### config.mk
export PLATFORM = sky130hd
export DESIGN_NAME = dts_sequencer
export DESIGN_NICKNAME = d
export VERILOG_FILES = /design/src/design/dts_pkg.sv /design/src/design/dts_regbank.sv /design/src/design/dts_sequencer.sv
export SDC_FILE = /design/constraint.sdc
export NUM_CORES = 1
export LEC_CHECK = 0
export CORE_MARGIN = 10
export CORE_UTILIZATION = 50
export DETAILED_ROUTE_END_ITERATION = 8
export DONT_BUFFER_PORTS = 1
export SLEW_MARGIN = 0
export SYNTH_ARGS = -nofsm -noshare
export SYNTH_HDL_FRONTEND = slang
export SYNTH_SLANG_ARGS = --single-unit
export TNS_END_PERCENT = 20
### constraint.sdc
create_clock -name clk_sys -period 2.55 [get_ports clk_sys]
set_input_delay 0.1275 -clock clk_sys [delete_from_list [all_inputs] [get_ports clk_sys]]
set_output_delay 0.1275 -clock clk_sys [all_outputs]
set_load 0.03 [all_outputs]
### src/design/dts_pkg.sv
// package for the debug trigger sequencer: offsets, fields, state codes
package dts_pkg;
	// register offsets (byte addresses on the plain port)
	localparam logic [7:0] DTS_OFF_COUNT = 8'h26;
	localparam logic [7:0] DTS_OFF_SCR = 8'h27;
	localparam logic [7:0] DTS_OFF_CTL = 8'h28;
	localparam logic [7:0] DTS_OFF_ADDRH = 8'h29;
	localparam logic [7:0] DTS_OFF_ADDRM = 8'h2a;
	localparam logic [7:0] DTS_OFF_ADDRL = 8'h2b;
	localparam logic [7:0] DTS_OFF_DBGCTL = 8'h20;
	// field positions
	localparam int DTS_CTL_ENABLE_BIT = 0;
	localparam int DTS_DBG_ARM_BIT = 7;
	localparam int DTS_DBG_VIEW_LSB = 0;
	localparam int DTS_ADDRH_BITS = 2;
	// reset values
	localparam logic [7:0] DTS_RST_BYTE = 8'h00;
	localparam logic [1:0] DTS_VIEW_SCR = 2'h0;
	localparam logic [3:0] DTS_SC_RESET = 4'h0;
	// sequencer states, gray along State1 -> State2 -> State3 -> Final
	typedef enum logic [1:0] {
		DTS_ST_STATE1 = 2'b00,
		DTS_ST_STATE2 = 2'b01,
		DTS_ST_STATE3 = 2'b11,
		DTS_ST_FINAL = 2'b10
	} dts_state_t;
	// one register bus request
	typedef struct packed {
		logic [7:0] addr;
		logic [7:0] wdata;
		logic wr;
		logic rd;
	} dts_req_t;
endpackage

### src/design/dts_regbank.sv
// small register memory holding the three comparator control bytes
`timescale 1ns/1ps
module dts_regbank #(
	parameter int DEPTH = 3,
	parameter int WIDTH = 8
) (
	// clock and reset
	input wire logic clk_sys,
	input wire logic rstn,
	// write side
	input wire logic we,
	input wire logic [1:0] waddr,
	input wire logic [WIDTH-1:0] wdata,
	// read side, data registered
	input wire logic [1:0] raddr,
	output logic [WIDTH-1:0] rdata,
	// all entries flat, for enable bits
	output logic [DEPTH*WIDTH-1:0] flat
);
	// two address bits reach at most four entries
	if (DEPTH < 1 || DEPTH > 4) begin : g_depth_check
		$error("dts_regbank depth out of range");
	end
	logic [WIDTH-1:0] mem_reg [DEPTH];
	// storage, cleared on reset
	always_ff @(posedge clk_sys or negedge rstn) begin
		if (!rstn) begin
			for (int i = 0; i < DEPTH; i++) mem_reg[i] <= '0;
		end else if (we && int'(waddr) < DEPTH) begin
			mem_reg[waddr] <= wdata;
		end
	end
	// registered read port
	always_ff @(posedge clk_sys or negedge rstn) begin
		if (!rstn) begin
			rdata <= '0;
		end else begin
			rdata <= (int'(raddr) < DEPTH) ? mem_reg[raddr] : '0;
		end
	end
	always_comb begin
		for (int i = 0; i < DEPTH; i++) flat[i*WIDTH +: WIDTH] = mem_reg[i];
	end
endmodule

### src/design/dts_sequencer.sv
// state1 transition logic and comparator register window of the debug sequencer
//
// Decided for this implementation: the plain strobed port.
`timescale 1ns/1ps
module dts_sequencer #(
	parameter int NUM_CMP = 3
) (
	// clock and reset
	input wire logic clk_sys,
	input wire logic rstn,
	// register port
	input wire dts_pkg::dts_req_t bus_req,
	output logic [7:0] bus_rdata,
	// comparator raw match events
	input wire logic [NUM_CMP-1:0] cmp_hit,
	// state and external reset of the sequence
	input wire logic seq_restart,
	output dts_pkg::dts_state_t seq_state,
	output logic [NUM_CMP-1:0] match_flags
);
	import dts_pkg::*;

	// the select decode below is written for exactly three channels
	if (NUM_CMP != 3) begin : g_cmp_check
		$error("dts_sequencer serves exactly three comparators");
	end

	// =====================================================
	// registers
	logic armed_reg;
	logic [1:0] view_reg;
	logic [3:0] sc_reg;
	logic [1:0] addrh_reg;
	logic [7:0] addrm_reg;
	logic [7:0] addrl_reg;
	logic [7:0] count_reg;
	logic [NUM_CMP-1:0] mflag_reg;
	dts_state_t state_reg;
	dts_state_t state_next;
	logic [7:0] ctl_rdata;
	logic [NUM_CMP*8-1:0] ctl_flat;
	logic [NUM_CMP-1:0] match;
	logic sel_reg_q;
	logic [7:0] rd_direct_reg;

	// view selector decodes which comparator control is at the shared offset
	function automatic logic [1:0] view_index(input logic [1:0] v);
		return (v == 2'h3) ? 2'h2 : v;
	endfunction

	wire hit_ctl = (bus_req.addr == DTS_OFF_CTL);
	wire scr_visible = (view_reg == DTS_VIEW_SCR);

	// comparator control bytes in their own memory; view picks the slot
	dts_regbank #(.DEPTH(NUM_CMP), .WIDTH(8)) u_ctl (
		.clk_sys(clk_sys),
		.rstn(rstn),
		.we(bus_req.wr && hit_ctl && !armed_reg),
		.waddr(view_index(view_reg)),
		.wdata(bus_req.wdata),
		.raddr(view_index(view_reg)),
		.rdata(ctl_rdata),
		.flat(ctl_flat)
	);

	// matches only count from enabled comparators
	always_comb begin
		for (int i = 0; i < NUM_CMP; i++) begin
			match[i] = cmp_hit[i] && ctl_flat[i*8 + DTS_CTL_ENABLE_BIT];
		end
	end

	// =====================================================
	// control register: arm bit and view selector
	always_ff @(posedge clk_sys or negedge rstn) begin
		if (!rstn) begin
			armed_reg <= 1'b0;
			view_reg <= DTS_VIEW_SCR;
		end else if (bus_req.wr && bus_req.addr == DTS_OFF_DBGCTL) begin
			armed_reg <= bus_req.wdata[DTS_DBG_ARM_BIT];
			view_reg <= bus_req.wdata[DTS_DBG_VIEW_LSB +: 2];
		end
	end

	// state1 select code; locked while armed or another view is shown
	always_ff @(posedge clk_sys or negedge rstn) begin
		if (!rstn) begin
			sc_reg <= DTS_SC_RESET;
		end else if (bus_req.wr && bus_req.addr == DTS_OFF_SCR && scr_visible && !armed_reg) begin
			sc_reg <= bus_req.wdata[3:0];
		end
	end

	// comparator address, writable only while disarmed
	always_ff @(posedge clk_sys or negedge rstn) begin
		if (!rstn) begin
			addrh_reg <= '0;
			addrm_reg <= DTS_RST_BYTE;
			addrl_reg <= DTS_RST_BYTE;
		end else if (bus_req.wr && !armed_reg) begin
			if (bus_req.addr == DTS_OFF_ADDRH) addrh_reg <= bus_req.wdata[DTS_ADDRH_BITS-1:0];
			if (bus_req.addr == DTS_OFF_ADDRM) addrm_reg <= bus_req.wdata;
			if (bus_req.addr == DTS_OFF_ADDRL) addrl_reg <= bus_req.wdata;
		end
	end

	// =====================================================
	// next state from State1; final-bound matches win, then low channel
	always_comb begin
		state_next = state_reg;
		if (state_reg == DTS_ST_STATE1) begin
			case (sc_reg)
				4'h0: if (|match) state_next = DTS_ST_FINAL;
				4'h1: if (match[1]) state_next = DTS_ST_STATE3;
				4'h2: if (match[2]) state_next = DTS_ST_STATE2;
				4'h3: if (match[1]) state_next = DTS_ST_STATE2;
				4'h4: begin
					// lower channel wins
					if (match[0]) state_next = DTS_ST_STATE2;
					else if (match[1]) state_next = DTS_ST_STATE3;
				end
				4'h5: begin
					if (match[0]) state_next = DTS_ST_FINAL;
					else if (match[1]) state_next = DTS_ST_STATE3;
				end
				4'h6: begin
					if (match[0]) state_next = DTS_ST_STATE2;
					else if (match[2]) state_next = DTS_ST_STATE3;
				end
				4'h7: if (match[0] || match[1]) state_next = DTS_ST_STATE2;
				4'h9: if (match[0]) state_next = DTS_ST_STATE3;
				4'hd: begin
					if (match[0] || match[2]) state_next = DTS_ST_FINAL;
					else if (match[1]) state_next = DTS_ST_STATE2;
				end
				default: state_next = state_reg;
			endcase
		end
	end

	// sequencer steps only while armed; disarm returns to State1
	always_ff @(posedge clk_sys or negedge rstn) begin
		if (!rstn) begin
			state_reg <= DTS_ST_STATE1;
		end else if (!armed_reg || seq_restart) begin
			state_reg <= DTS_ST_STATE1;
		end else begin
			state_reg <= state_next;
		end
	end

	// sticky match flags while armed, loaded with current matches on any control write while disarmed
	always_ff @(posedge clk_sys or negedge rstn) begin
		if (!rstn) begin
			mflag_reg <= '0;
		end else if (armed_reg) begin
			mflag_reg <= mflag_reg | match;
		end else if (bus_req.wr && bus_req.addr == DTS_OFF_DBGCTL) begin
			mflag_reg <= match;
		end
	end

	// count of state1 transitions taken, saturating
	always_ff @(posedge clk_sys or negedge rstn) begin
		if (!rstn) begin
			count_reg <= DTS_RST_BYTE;
		end else if (armed_reg && !seq_restart && state_next != state_reg
			&& count_reg != 8'hff) begin
			count_reg <= count_reg + 8'h01;
		end
	end

	// =====================================================
	// read path, one cycle later; shared offset depends on view
	always_ff @(posedge clk_sys or negedge rstn) begin
		if (!rstn) begin
			rd_direct_reg <= DTS_RST_BYTE;
			sel_reg_q <= 1'b0;
		end else begin
			sel_reg_q <= bus_req.rd && hit_ctl;
			rd_direct_reg <= DTS_RST_BYTE;
			if (bus_req.rd) begin
				case (bus_req.addr)
					DTS_OFF_DBGCTL: rd_direct_reg <= {armed_reg, 5'h00, view_reg};
					DTS_OFF_COUNT: rd_direct_reg <= count_reg;
					DTS_OFF_SCR: rd_direct_reg <= scr_visible ? {4'h0, sc_reg}
						: {5'h00, mflag_reg};
					DTS_OFF_ADDRH: rd_direct_reg <= {6'h00, addrh_reg};
					DTS_OFF_ADDRM: rd_direct_reg <= addrm_reg;
					DTS_OFF_ADDRL: rd_direct_reg <= addrl_reg;
					default: rd_direct_reg <= DTS_RST_BYTE;
				endcase
			end
		end
	end

	assign bus_rdata = sel_reg_q ? ctl_rdata : rd_direct_reg;
	assign seq_state = state_reg;
	assign match_flags = mflag_reg;
endmodule

==> results.yml, run 1 <==
logic_synthesis:
  ys_warn_count: 0
  synthDominantAreaCellType: "sky130_fd_sc_hd__dfrtp_1"
  edff_count_synth: 0
  yosysUniqueCellTypes: 52
  yosysSeqAreaShare_pct: 51.5
  synth_top_area_share_pct: 51.5
  synth_seq_cells: 79
  dominant_cells_by_area_after_synthesis: "sky130_fd_sc_hd__dfrtp_1 51%, sky130_fd_sc_hd__mux2_2 17%, sky130_fd_sc_hd__mux2i_1 2.9%"
  postSynthCellCount: 323
  synth_ff_type: "sky130_fd_sc_hd__dfrtp_1"
  synth.net_count: 348
  synth_area_um2: 3840
  post-synth-top-count-cell: "sky130_fd_sc_hd__dfrtp_1"
  syn-mean-instance-area_um2: 11.9
  asyncSetResetFlopFracSynth_pct: 100
  synth_common_cells: "79 x sky130_fd_sc_hd__dfrtp_1, 57 x sky130_fd_sc_hd__mux2_2, 24 x sky130_fd_sc_hd__nand2_1"
min_path:
  hp-class: "in2reg"
  hold_path_start: "seq_restart"
die:
  fp.dieW_um: 108
  rows: 31
  chipHeight_um: 108
  die_area_um2: 11600
  design.core.area_um2: 7370
  initial_utilization_pct: 52.1
  number_of_i_o_pins: 37
worst_setup_path:
  critPathRequiredTime_ns: 2.79
  crit_fanout: 11
  critical_path_class: "reg2reg"
  worstSetupEndpointType: "flop"
  crit_path_cell_trace: "and4b_1, a32o_1, a211oi_1, nand4b_1, nand2_1, mux2_2"
  rrSetupSlack_ns: 0.21
  crit_slowest_cell: "sky130_fd_sc_hd__dfrtp_1"
  r2r_start: "sc_reg[0]"
  worstPathBufferInverterCount: 0
  timing.critical_path.max_delay_family: "simple AND/OR/NAND/NOR gates"
  critical_path.startpoint_type: "flop"
  max_stage_delay_ns: 0.51
  critical_path_arrival_ns: 2.57
  critPathLaunch: "sc_reg[0]"
clocking:
  tritoncts: "yes"
  clock_insertion_delay_worst_skew_ns: 0.35
  cts_root_buffer: "sky130_fd_sc_hd__clkbuf_8"
  clk_transition_reported_paths_ns: 0.08
  post_cts_resized: 0
  clock_tree.buffer_depth: 2
  htree_num_levels: 3
  cts_buffers: 9
  clk_sinks: 79
timing:
  timing_max_transition_violations_final: 0
  rsz0062_at_grt: "no"
  timing.final.crit_period_ns: 2.34
  clock.fmax_mhz: 428
  setup-violations-final: 0
  post_route_skew_ns: 0.00888
  worst_slew_margin_rel_pct: 62.5
  tightest_slew_ns: 0.562
  layout_worst_path_cycle_share_pct: 91.7
  setup-tns-final_ns: 0
  final-hold-violation-count: 0
routing:
  drt_iter0_drc: 140
  routed_wire_length_per_instance_um: 19.5
  vias: 2612
  routed_wl_um: 8710
  antenna_violating_nets_left: 0
  detail_route.vias_per_cell: 5.86
  post-route-drc-count: 0
  detailed_router_iteration_count_before_antenna_repair: 4
layout:
  syn2layout_area_growth_pct: 12.2
  final_layout_size_suffix_gt1_share_pct: 26.6
  fin_util_pct: 58.5
  number_of_flip_flops_in_the_largest_register: 24
  num-nets-final: 366
power:
  peakVddDrop_v: 0.000319
  leakage_nw: 2.00
  powerDensity_nw_per_um2: 563
global_route:
  first_pass_grt_wire_length_um: 14500
  track_usage_pct: 15.9
  antenna_violations_before_repair: 1
  grt_overflow_total: 0
  grt_pass1_vias: 2671
  maximum_number_of_pins_on_one_net_before_global_route_repair: 80
place:
  gpl.final_weighted_congestion: 0.873
  buffer_ports.inserted: 0
  place.detailed.hpwl_um: 6080
flow_run:
  max_cap_violations: 0
status:
  outcome: "finished clean"
[layer usage]
metal	up-vias	GRT usage, %	routed length (um)	part of all wire, %
met1	1310	20.4	3880	45
met2	54	25.8	4300	49
li1	1237	-	-	-
met4	0	5.15	120	1.4
met5	-	0	0	0
met3	11	3.77	407	4.7
[path summary, 6_finish.rpt]
kind	end	depth (start not counted)
worst max-delay path	count_reg[1]	6
worst min-delay path	seq_state[0]	2
worst max register to register	count_reg[1]	6
worst min register to register	u_ctl.rdata[1]	2
max in group asynchronous	view_reg[0]	2
min in group asynchronous	u_ctl.flat[19]	2
[what timing repair did]
| action | CTS | global route |
|---|---|---|
| hold endpoints to repair | 132 | 0 |
| hold buffers | 12 | 0 |
| buffers inserted | 0 | 0 |
[where the power goes]
| part | leakage (nW) | switching [W] | internal, W | total [W] |
|---|---|---|---|---|
| logic | 0.812 | 0.0000888 | 0.0000698 | 0.000159 |
| clock network | 0.101 | 0.000494 | 0.000465 | 0.000958 |
| registers | 1.09 | 0.0000277 | 0.00128 | 0.00131 |
[area by class of cell]
| type | instances | area [um^2] |
|---|---|---|
| antenna | 1 | 2.50 |
| clock buffer | 9 | 124 |
| clock inverter | 7 | 77.6 |
| fill | 623 | 3060 |
| inverter | 3 | 11.3 |
| multi-input combinational | 227 | 1790 |
| sequential | 79 | 1980 |
| tap | 99 | 124 |
| timing repair buffer | 21 | 205 |
[cells by family after synthesis]
group,Yosys count,synth area share [%]
AOI/OAI and AO/OA,58,10.4
xor gates and xnor gates,8,1.82
adders and majority gates,1,0.326
buffers and inverters,17,1.95
DFF,79,51.5
muxes,68,19.6
and+or+nand+nor,92,14.5
[metrics by stage]
| stage | area (um^2) | instances | worst slack (ns) | power, W | hold WS [ns] |
|---|---|---|---|---|---|
| finish | 4310 | 446 | 0.212 | 0.00243 | 0.0155 |
| global route | 4310 | 446 | 0.0733 | 0.00253 | 0.0113 |
| CTS | 4310 | 445 | 0.237 | 0.00245 | 0.00508 |
| detailed placement | 3970 | 417 | 0.242 | 0.00144 | -0.165 |
| global placement | 3970 | 417 | 0.295 | 0.00144 | -0.165 |
| floorplan | 3840 | 323 | 0.476 | 0.00142 | -0.168 |
[cells in the final DEF (no fill, tap or decap), types with 2 or more instances in the layout]
cell type	instances
sky130_fd_sc_hd__and4b_1	2
sky130_fd_sc_hd__a211oi_1	5
sky130_fd_sc_hd__nand2_1	24
sky130_fd_sc_hd__a2111oi_0	2
sky130_fd_sc_hd__nand3_1	9
sky130_fd_sc_hd__a222oi_1	4
sky130_fd_sc_hd__dfrtp_1	79
sky130_fd_sc_hd__and2_1	4
sky130_fd_sc_hd__nor2_1	19
sky130_fd_sc_hd__dlygate4sd3_1	11
sky130_fd_sc_hd__clkbuf_8	9
sky130_fd_sc_hd__or3_1	2
sky130_fd_sc_hd__a221oi_1	3
sky130_fd_sc_hd__xnor2_1	7
sky130_fd_sc_hd__inv_6	4
sky130_fd_sc_hd__nor3_1	3
sky130_fd_sc_hd__inv_1	3
sky130_fd_sc_hd__mux2_2	57
sky130_fd_sc_hd__nor3b_4	2
sky130_fd_sc_hd__o21ai_0	13
sky130_fd_sc_hd__o22a_1	2
sky130_fd_sc_hd__nand2b_1	4
sky130_fd_sc_hd__and3_1	7
sky130_fd_sc_hd__buf_4	9
sky130_fd_sc_hd__nand3b_1	2
sky130_fd_sc_hd__a22oi_1	5
sky130_fd_sc_hd__nand4_1	2
sky130_fd_sc_hd__mux2i_1	11
sky130_fd_sc_hd__a21oi_1	15
(Power assumes the default switching activity.)
==> run 2: changes to the inputs <==
--- a/config.mk
+++ b/config.mk
@@ -5,8 +5,9 @@
 export SDC_FILE = /design/constraint.sdc
 export NUM_CORES = 1
 export LEC_CHECK = 0
+export ABC_AREA = 1
 export CORE_MARGIN = 10
-export CORE_UTILIZATION = 50
+export CORE_UTILIZATION = 45
 export DETAILED_ROUTE_END_ITERATION = 8
 export DONT_BUFFER_PORTS = 1
 export SLEW_MARGIN = 0
==> run 2 against run 1 <==
- global-route usage is 0.21 points lower
- first-iteration DRC count increased by 43%
- worst hold slack better by 0.0027 ns
- flip-flop and latch count unchanged
- synthesized cell count grew 46%
- cell area fell by 0.73%
- via count is 17% higher
- clock power increased by 16%
- clock skew about the same
- critical path type unchanged
- largest power group unchanged
==> results.yml, run 2 <==
place:
  area_post_placement_um2: 3990
  gpl.final_weighted_congestion: 0.884
  buffer_ports.inserted: 0
  place.detailed.hpwl_um: 6910
  post-place-cells: 568
power:
  powerDensity_nw_per_um2: 603
  cell_internal_pwr_w: 0.00197
  peakVddDrop_v: 0.000358
  power_dissipated_by_switching_net_loads_w: 0.000606
  leakage_nw: 2.09
  power.share.combinational_pct: 5.7
  sequentialPowerShare_pct: 51.2
  clkPwrFrac_pct: 43.1
  power_switching_share_pct: 23.5
worst_setup_path:
  crit_fanout: 9
  critical_path_class: "reg2reg"
  critical_path_arrival_ns: 2.07
  critical_path.startpoint_type: "flop"
  worstSetupEndpointType: "flop"
  critPathRequiredTime_ns: 2.80
clocking:
  clk_sinks: 79
  cts_setup_buffers: 0
  htree_num_levels: 3
  clk_transition_reported_paths_ns: 0.08
  cts_root_buffer: "sky130_fd_sc_hd__clkbuf_8"
  clock_insertion_delay_worst_skew_ns: 0.36
  tritoncts: "yes"
  cts_buffers: 9
  clock_tree.buffer_depth: 2
min_path:
  hp-class: "in2reg"
timing:
  final-hold-violation-count: 0
  layout_worst_path_cycle_share_pct: 71.3
  rsz0062_at_grt: "no"
  timing_max_transition_violations_final: 0
  worst_slew_margin_rel_pct: 65.9
  timing.final.crit_period_ns: 1.82
  tightest_slew_ns: 0.509
  clock.fmax_mhz: 550
  setup-tns-final_ns: 0
  post_route_skew_ns: 0.00839
  setup-violations-final: 0
  timing.hold.ws_ns: 0.0182
routing:
  detailed_router_iteration_count_before_antenna_repair: 4
  antenna_violating_nets_left: 0
  drt_iter0_drc: 200
  vias: 3057
  routed_wire_length_per_instance_um: 16.6
  detail_route.vias_per_cell: 5.22
  routed_wl_um: 9720
  post-route-drc-count: 0
logic_synthesis:
  synthDominantAreaCellType: "sky130_fd_sc_hd__dfrtp_1"
  ys_warn_count: 0
  edff_count_synth: 0
  syn-mean-instance-area_um2: 8.28
  dominant_cells_by_area_after_synthesis: "sky130_fd_sc_hd__dfrtp_1 51%, sky130_fd_sc_hd__nand2_1 15%, sky130_fd_sc_hd__o21ai_1 5.3%"
  synth.net_count: 495
  asyncSetResetFlopFracSynth_pct: 100
  synth_top_area_share_pct: 50.8
  synth_ff_type: "sky130_fd_sc_hd__dfrtp_1"
  yosysSeqAreaShare_pct: 50.8
  postSynthCellCount: 470
  yosysUniqueCellTypes: 31
  post-synth-top-count-cell: "sky130_fd_sc_hd__nand2_1"
  synth_common_cells: "155 x sky130_fd_sc_hd__nand2_1, 79 x sky130_fd_sc_hd__dfrtp_1, 41 x sky130_fd_sc_hd__o21ai_1"
  synth_seq_cells: 79
  synth_area_um2: 3890
layout:
  number_of_flip_flops_in_the_largest_register: 24
  final_common_cell: "sky130_fd_sc_hd__nand2_1"
  antenna_cells_inserted: 0
  leading_cell_types_in_the_layout_fill_and_taps_excluded: "155 x sky130_fd_sc_hd__nand2_1, 79 x sky130_fd_sc_hd__dfrtp_1, 41 x sky130_fd_sc_hd__o21ai_1, 37 x sky130_fd_sc_hd__nand3_1, 35 x sky130_fd_sc_hd__inv_1"
  final_non_filler_cells: 586
  final_layout_size_suffix_gt1_share_pct: 12.7
  syn2layout_area_growth_pct: 9.97
  n_fill_cell: 803
  final_cell_area_um2: 4280
  num-nets-final: 503
global_route:
  maximum_number_of_pins_on_one_net_before_global_route_repair: 80
  grt_overflow_total: 0
  first_pass_grt_wire_length_um: 16200
  track_usage_pct: 15.7
  grt_pass1_vias: 3040
  antenna_violations_before_repair: 0
flow_run:
  max_cap_violations: 0
die:
  rows: 33
  die_area_um2: 12800
  initial_utilization_pct: 46.9
  fp.dieW_um: 113
  design.core.area_um2: 8300
  number_of_i_o_pins: 37
  chipHeight_um: 113
status:
  outcome: "finished clean"
==> run 2: power by group through the flow <==
stage | logic, W | registers, W | clock network (W)
2_1_floorplan | 0.0000854 | 0.00133 | 0
6_report | 0.000146 | 0.00132 | 0.00111
5_1_grt | 0.000166 | 0.00133 | 0.00119
3_3_place_gp | 0.000111 | 0.00135 | 0
4_1_cts | 0.000149 | 0.00132 | 0.00113
3_5_place_dp | 0.000114 | 0.00135 | 0
==> run 2: worst paths after layout <==
path / startpoint / end / slack [ns] / cells past startpoint
worst max-delay path: seq_state[1] / count_reg[4] / 0.73 / 11
worst min-delay path: bus_req[8] / u_ctl.flat[22] / 0.02 / 2
worst max register to register: seq_state[1] / count_reg[4] / 0.73 / 11
worst min register to register: u_ctl.flat[20] / u_ctl.rdata[4] / 0.49 / 2
max in group asynchronous: rstn / u_ctl.flat[16] / 1.90 / 2
min in group asynchronous: rstn / rd_direct_reg[6] / 0.28 / 2
==> run 2: area by class of cell <==
class | count | area, um^2 | area share [%]
Inverter | 39 | 146 | 3.42
Timing Repair Buffer | 7 | 80.1 | 1.87
Tap cell | 105 | 131 | 3.07
Clock inverter | 5 | 108 | 2.51
Clock buffer | 9 | 124 | 2.89
Multi-Input combinational cell | 342 | 1710 | 40.0
Sequential cell | 79 | 1980 | 46.2
==> run 2: worst max-delay path, cell delays in order (launching register included) <==
cell	delay (ns)
sky130_fd_sc_hd__dfrtp_1	0.56
sky130_fd_sc_hd__inv_1	0.23
sky130_fd_sc_hd__nor2_1	0.17
sky130_fd_sc_hd__nand3_1	0.09
sky130_fd_sc_hd__nand3_1	0.09
sky130_fd_sc_hd__nor2_1	0.04
sky130_fd_sc_hd__nand2_1	0.08
sky130_fd_sc_hd__nand3_2	0.08
sky130_fd_sc_hd__nand2_4	0.15
sky130_fd_sc_hd__nand2_8	0.10
sky130_fd_sc_hd__nand2_2	0.07
sky130_fd_sc_hd__nand2_1	0.05
==> run 2: per-layer routing <==
metal	GRT usage (%)	wire length (um)	share of wire, %
met1	21.0	4550	47
met2	24.8	4640	48
met3	3.70	416	4.3
met4	4.40	115	1.2
met5	0	0	0
==> run 2: per-stage QoR <==
step	util, %	total power, W	setup WS [ns]
2_1_floorplan	-	0.00142	0.919
3_3_place_gp	48.1	0.00146	0.768
3_5_place_dp	48.1	0.00146	0.733
4_1_cts	51.6	0.00260	0.720
5_1_grt	51.6	0.00268	0.545
6_report	51.6	0.00258	0.731
==> run 2: cells by family after synthesis <==
family | after synthesis | share of synthesized area, %
AND/OR/NAND/NOR | 261 | 30.6
flip-flops | 79 | 50.8
AO/OA/AOI/OAI | 66 | 9.39
buffers and inverters | 49 | 5.18
multiplexers | 8 | 2.32
XOR/XNOR | 6 | 1.35
adder cells (fa/ha/maj) | 1 | 0.321
==> run 2: what timing repair did <==
item	in CTS	in global routing
gates resized for setup	0	0
endpoints found under the hold margin	83	0
hold buffers	4	0
==> run 3: changes to the inputs <==
==> constraint.sdc (replaced) <==
create_clock -name clk_sys -period 1.8 [get_ports clk_sys]
set_input_delay 0.09 -clock clk_sys [delete_from_list [all_inputs] [get_ports clk_sys]]
set_output_delay 0.09 -clock clk_sys [all_outputs]
set_load 0.03 [all_outputs]
==> run 3 against run 2 <==
- the run now ends with negative hold slack left
- via count increased by 2.1%
- sequential power grew 40%
- critical path depth rose by 1
- cell area rose by 1.5%
- worst hold slack got worse by 0.59 ns
- flip-flop and latch count unchanged
- sequential share of layout area fell by 0.52 points
- critical endpoint is now count_reg[1]
==> results.yml, run 3 (synthesis results as in run 2) <==
worst_setup_path:
  worstSetupEndpointType: "flop"
  critical_path_arrival_ns: 1.89
  critPathRequiredTime_ns: 2.03
  critical_path.startpoint_type: "flop"
  critical_path_class: "reg2reg"
  crit_fanout: 9
min_path:
  hp-class: "in2async"
status:
  violations: "negative hold slack"
  outcome: "finished, violations left"
routing:
  drt_iter0_drc: 151
  detailed_router_iteration_count_before_antenna_repair: 4
  antenna_violating_nets_left: 0
  vias: 3122
  detail_route.vias_per_cell: 5.20
  post-route-drc-count: 0
  routed_wl_um: 9590
  routed_wire_length_per_instance_um: 16.0
power:
  powerDensity_nw_per_um2: 758
  cell_internal_pwr_w: 0.00245
  power_switching_share_pct: 25.6
  sequentialPowerShare_pct: 56.3
  power_dissipated_by_switching_net_loads_w: 0.000844
  power.share.combinational_pct: 6.7
  peakVddDrop_v: 0.000561
  leakage_nw: 2.11
  clkPwrFrac_pct: 37.0
layout:
  leading_cell_types_in_the_layout_fill_and_taps_excluded: "153 x sky130_fd_sc_hd__nand2_1, 74 x sky130_fd_sc_hd__dfrtp_1, 41 x sky130_fd_sc_hd__o21ai_1, 37 x sky130_fd_sc_hd__nand3_1, 34 x sky130_fd_sc_hd__inv_1"
  syn2layout_area_growth_pct: 11.6
  final_common_cell: "sky130_fd_sc_hd__nand2_1"
  antenna_cells_inserted: 0
  fin_util_pct: 52.3
  num-nets-final: 515
  final_layout_size_suffix_gt1_share_pct: 15.6
  number_of_flip_flops_in_the_largest_register: 24
global_route:
  grt_pass1_vias: 3068
  first_pass_grt_wire_length_um: 15900
  antenna_violations_before_repair: 0
  grt_overflow_total: 0
  maximum_number_of_pins_on_one_net_before_global_route_repair: 80
  track_usage_pct: 15.3
die:
  design.core.area_um2: 8300
  initial_utilization_pct: 46.9
  rows: 33
  number_of_i_o_pins: 37
  fp.dieW_um: 113
  chipHeight_um: 113
  die_area_um2: 12800
timing:
  setup-violations-final: 0
  worst_slew_margin_rel_pct: 69.7
  timing.hold.ws_ns: -0.575
  timing.final.crit_period_ns: 1.65
  setup-tns-final_ns: 0
  clock.fmax_mhz: 605
  tightest_slew_ns: 0.450
  timing_max_transition_violations_final: 0
  layout_worst_path_cycle_share_pct: 91.9
  final-hold-violation-count: 79
  post_route_skew_ns: 0.0107
clocking:
  clock_insertion_delay_worst_skew_ns: 0.35
  cts_buffers: 9
  htree_num_levels: 3
  clk_transition_reported_paths_ns: 0.08
  tritoncts: "yes"
  clk_sinks: 79
  cts_root_buffer: "sky130_fd_sc_hd__clkbuf_8"
  clock_tree.buffer_depth: 2
  cts_setup_buffers: 0
place:
  buffer_ports.inserted: 0
  gpl.final_weighted_congestion: 0.853
  place.detailed.hpwl_um: 6880
flow_run:
  max_cap_violations: 0
-- run 3: final cells by class --
cell class	instances	area (um^2)
Inverter	39	149
Clock inverter	5	41.3
Tap cell	105	131
Sequential cell	79	1980
Fill cell	799	3960
Multi-Input combinational cell	342	1730
Clock buffer	11	141
Timing Repair Buffer	19	165
-- run 3: path summary, 6_finish.rpt --
path / cells after the start / from / end / slack (ns)
max in group asynchronous: 0 / rstn / sc_reg[2] / 2.23
min in group clk_sys: 2 / cmp_hit[1] / match_flags[1] / 0.02
hold reg to reg: 2 / u_ctl.flat[13] / u_ctl.rdata[5] / 0.49
hold / removal: 0 / rstn / u_ctl.flat[6] / -0.57
setup reg to reg: 12 / sc_reg[1] / count_reg[1] / 0.15
setup / recovery: 12 / sc_reg[1] / count_reg[1] / 0.15
-- run 3: worst max-delay path, stage by stage (launching register included) --
cell and delay, ns:
sky130_fd_sc_hd__dfrtp_2 0.50, sky130_fd_sc_hd__inv_1 0.12, sky130_fd_sc_hd__nand2_1 0.06, sky130_fd_sc_hd__nor2_1 0.10, sky130_fd_sc_hd__o21ai_1 0.08, sky130_fd_sc_hd__nand2_1 0.06
sky130_fd_sc_hd__nor2_1 0.04, sky130_fd_sc_hd__nand2_1 0.11, sky130_fd_sc_hd__nand3_2 0.09, sky130_fd_sc_hd__nand2_4 0.14, sky130_fd_sc_hd__nand2_8 0.10, sky130_fd_sc_hd__nand2_2 0.07
sky130_fd_sc_hd__nand2_1 0.06
-- run 3: metrics by stage --
step                      instances  setup WS, ns  power [W]  cell area (um^2)
after global routing            600     -0.000513    0.00345              4340
after detailed placement        575        0.0635    0.00209              4040
after floorplan                 470         0.169    0.00201              3890
after global placement          575         0.114    0.00208              4040
final                           600         0.147    0.00329              4340
after CTS                       598        0.0414    0.00332              4300
-- run 3: metal layers --
metal | vias up | share of wire, % | track usage (%)
met4 | 0 | 1.3 | 4.74
met3 | 10 | 5.1 | 3.38
met1 | 1483 | 47 | 20.9
met2 | 68 | 47 | 23.6
met5 | - | 0 | 0
li1 | 1561 | - | -
-- run 3: repair_timing --
item / in CTS / in global routing
endpoints found under the hold margin: 98 / 81
hold buffers: 7 / 2
endpoints found under the setup margin: 0 / 10
resized for setup: 0 / 12
-- run 3: power by group through the flow --
stage	logic, W	registers, W	clock network [W]
2_1_floorplan	0.000121	0.00189	0
3_3_place_gp	0.000199	0.00189	0
3_5_place_dp	0.000200	0.00189	0
4_1_cts	0.000214	0.00185	0.00125
5_1_grt	0.000244	0.00186	0.00134
6_report	0.000221	0.00185	0.00122
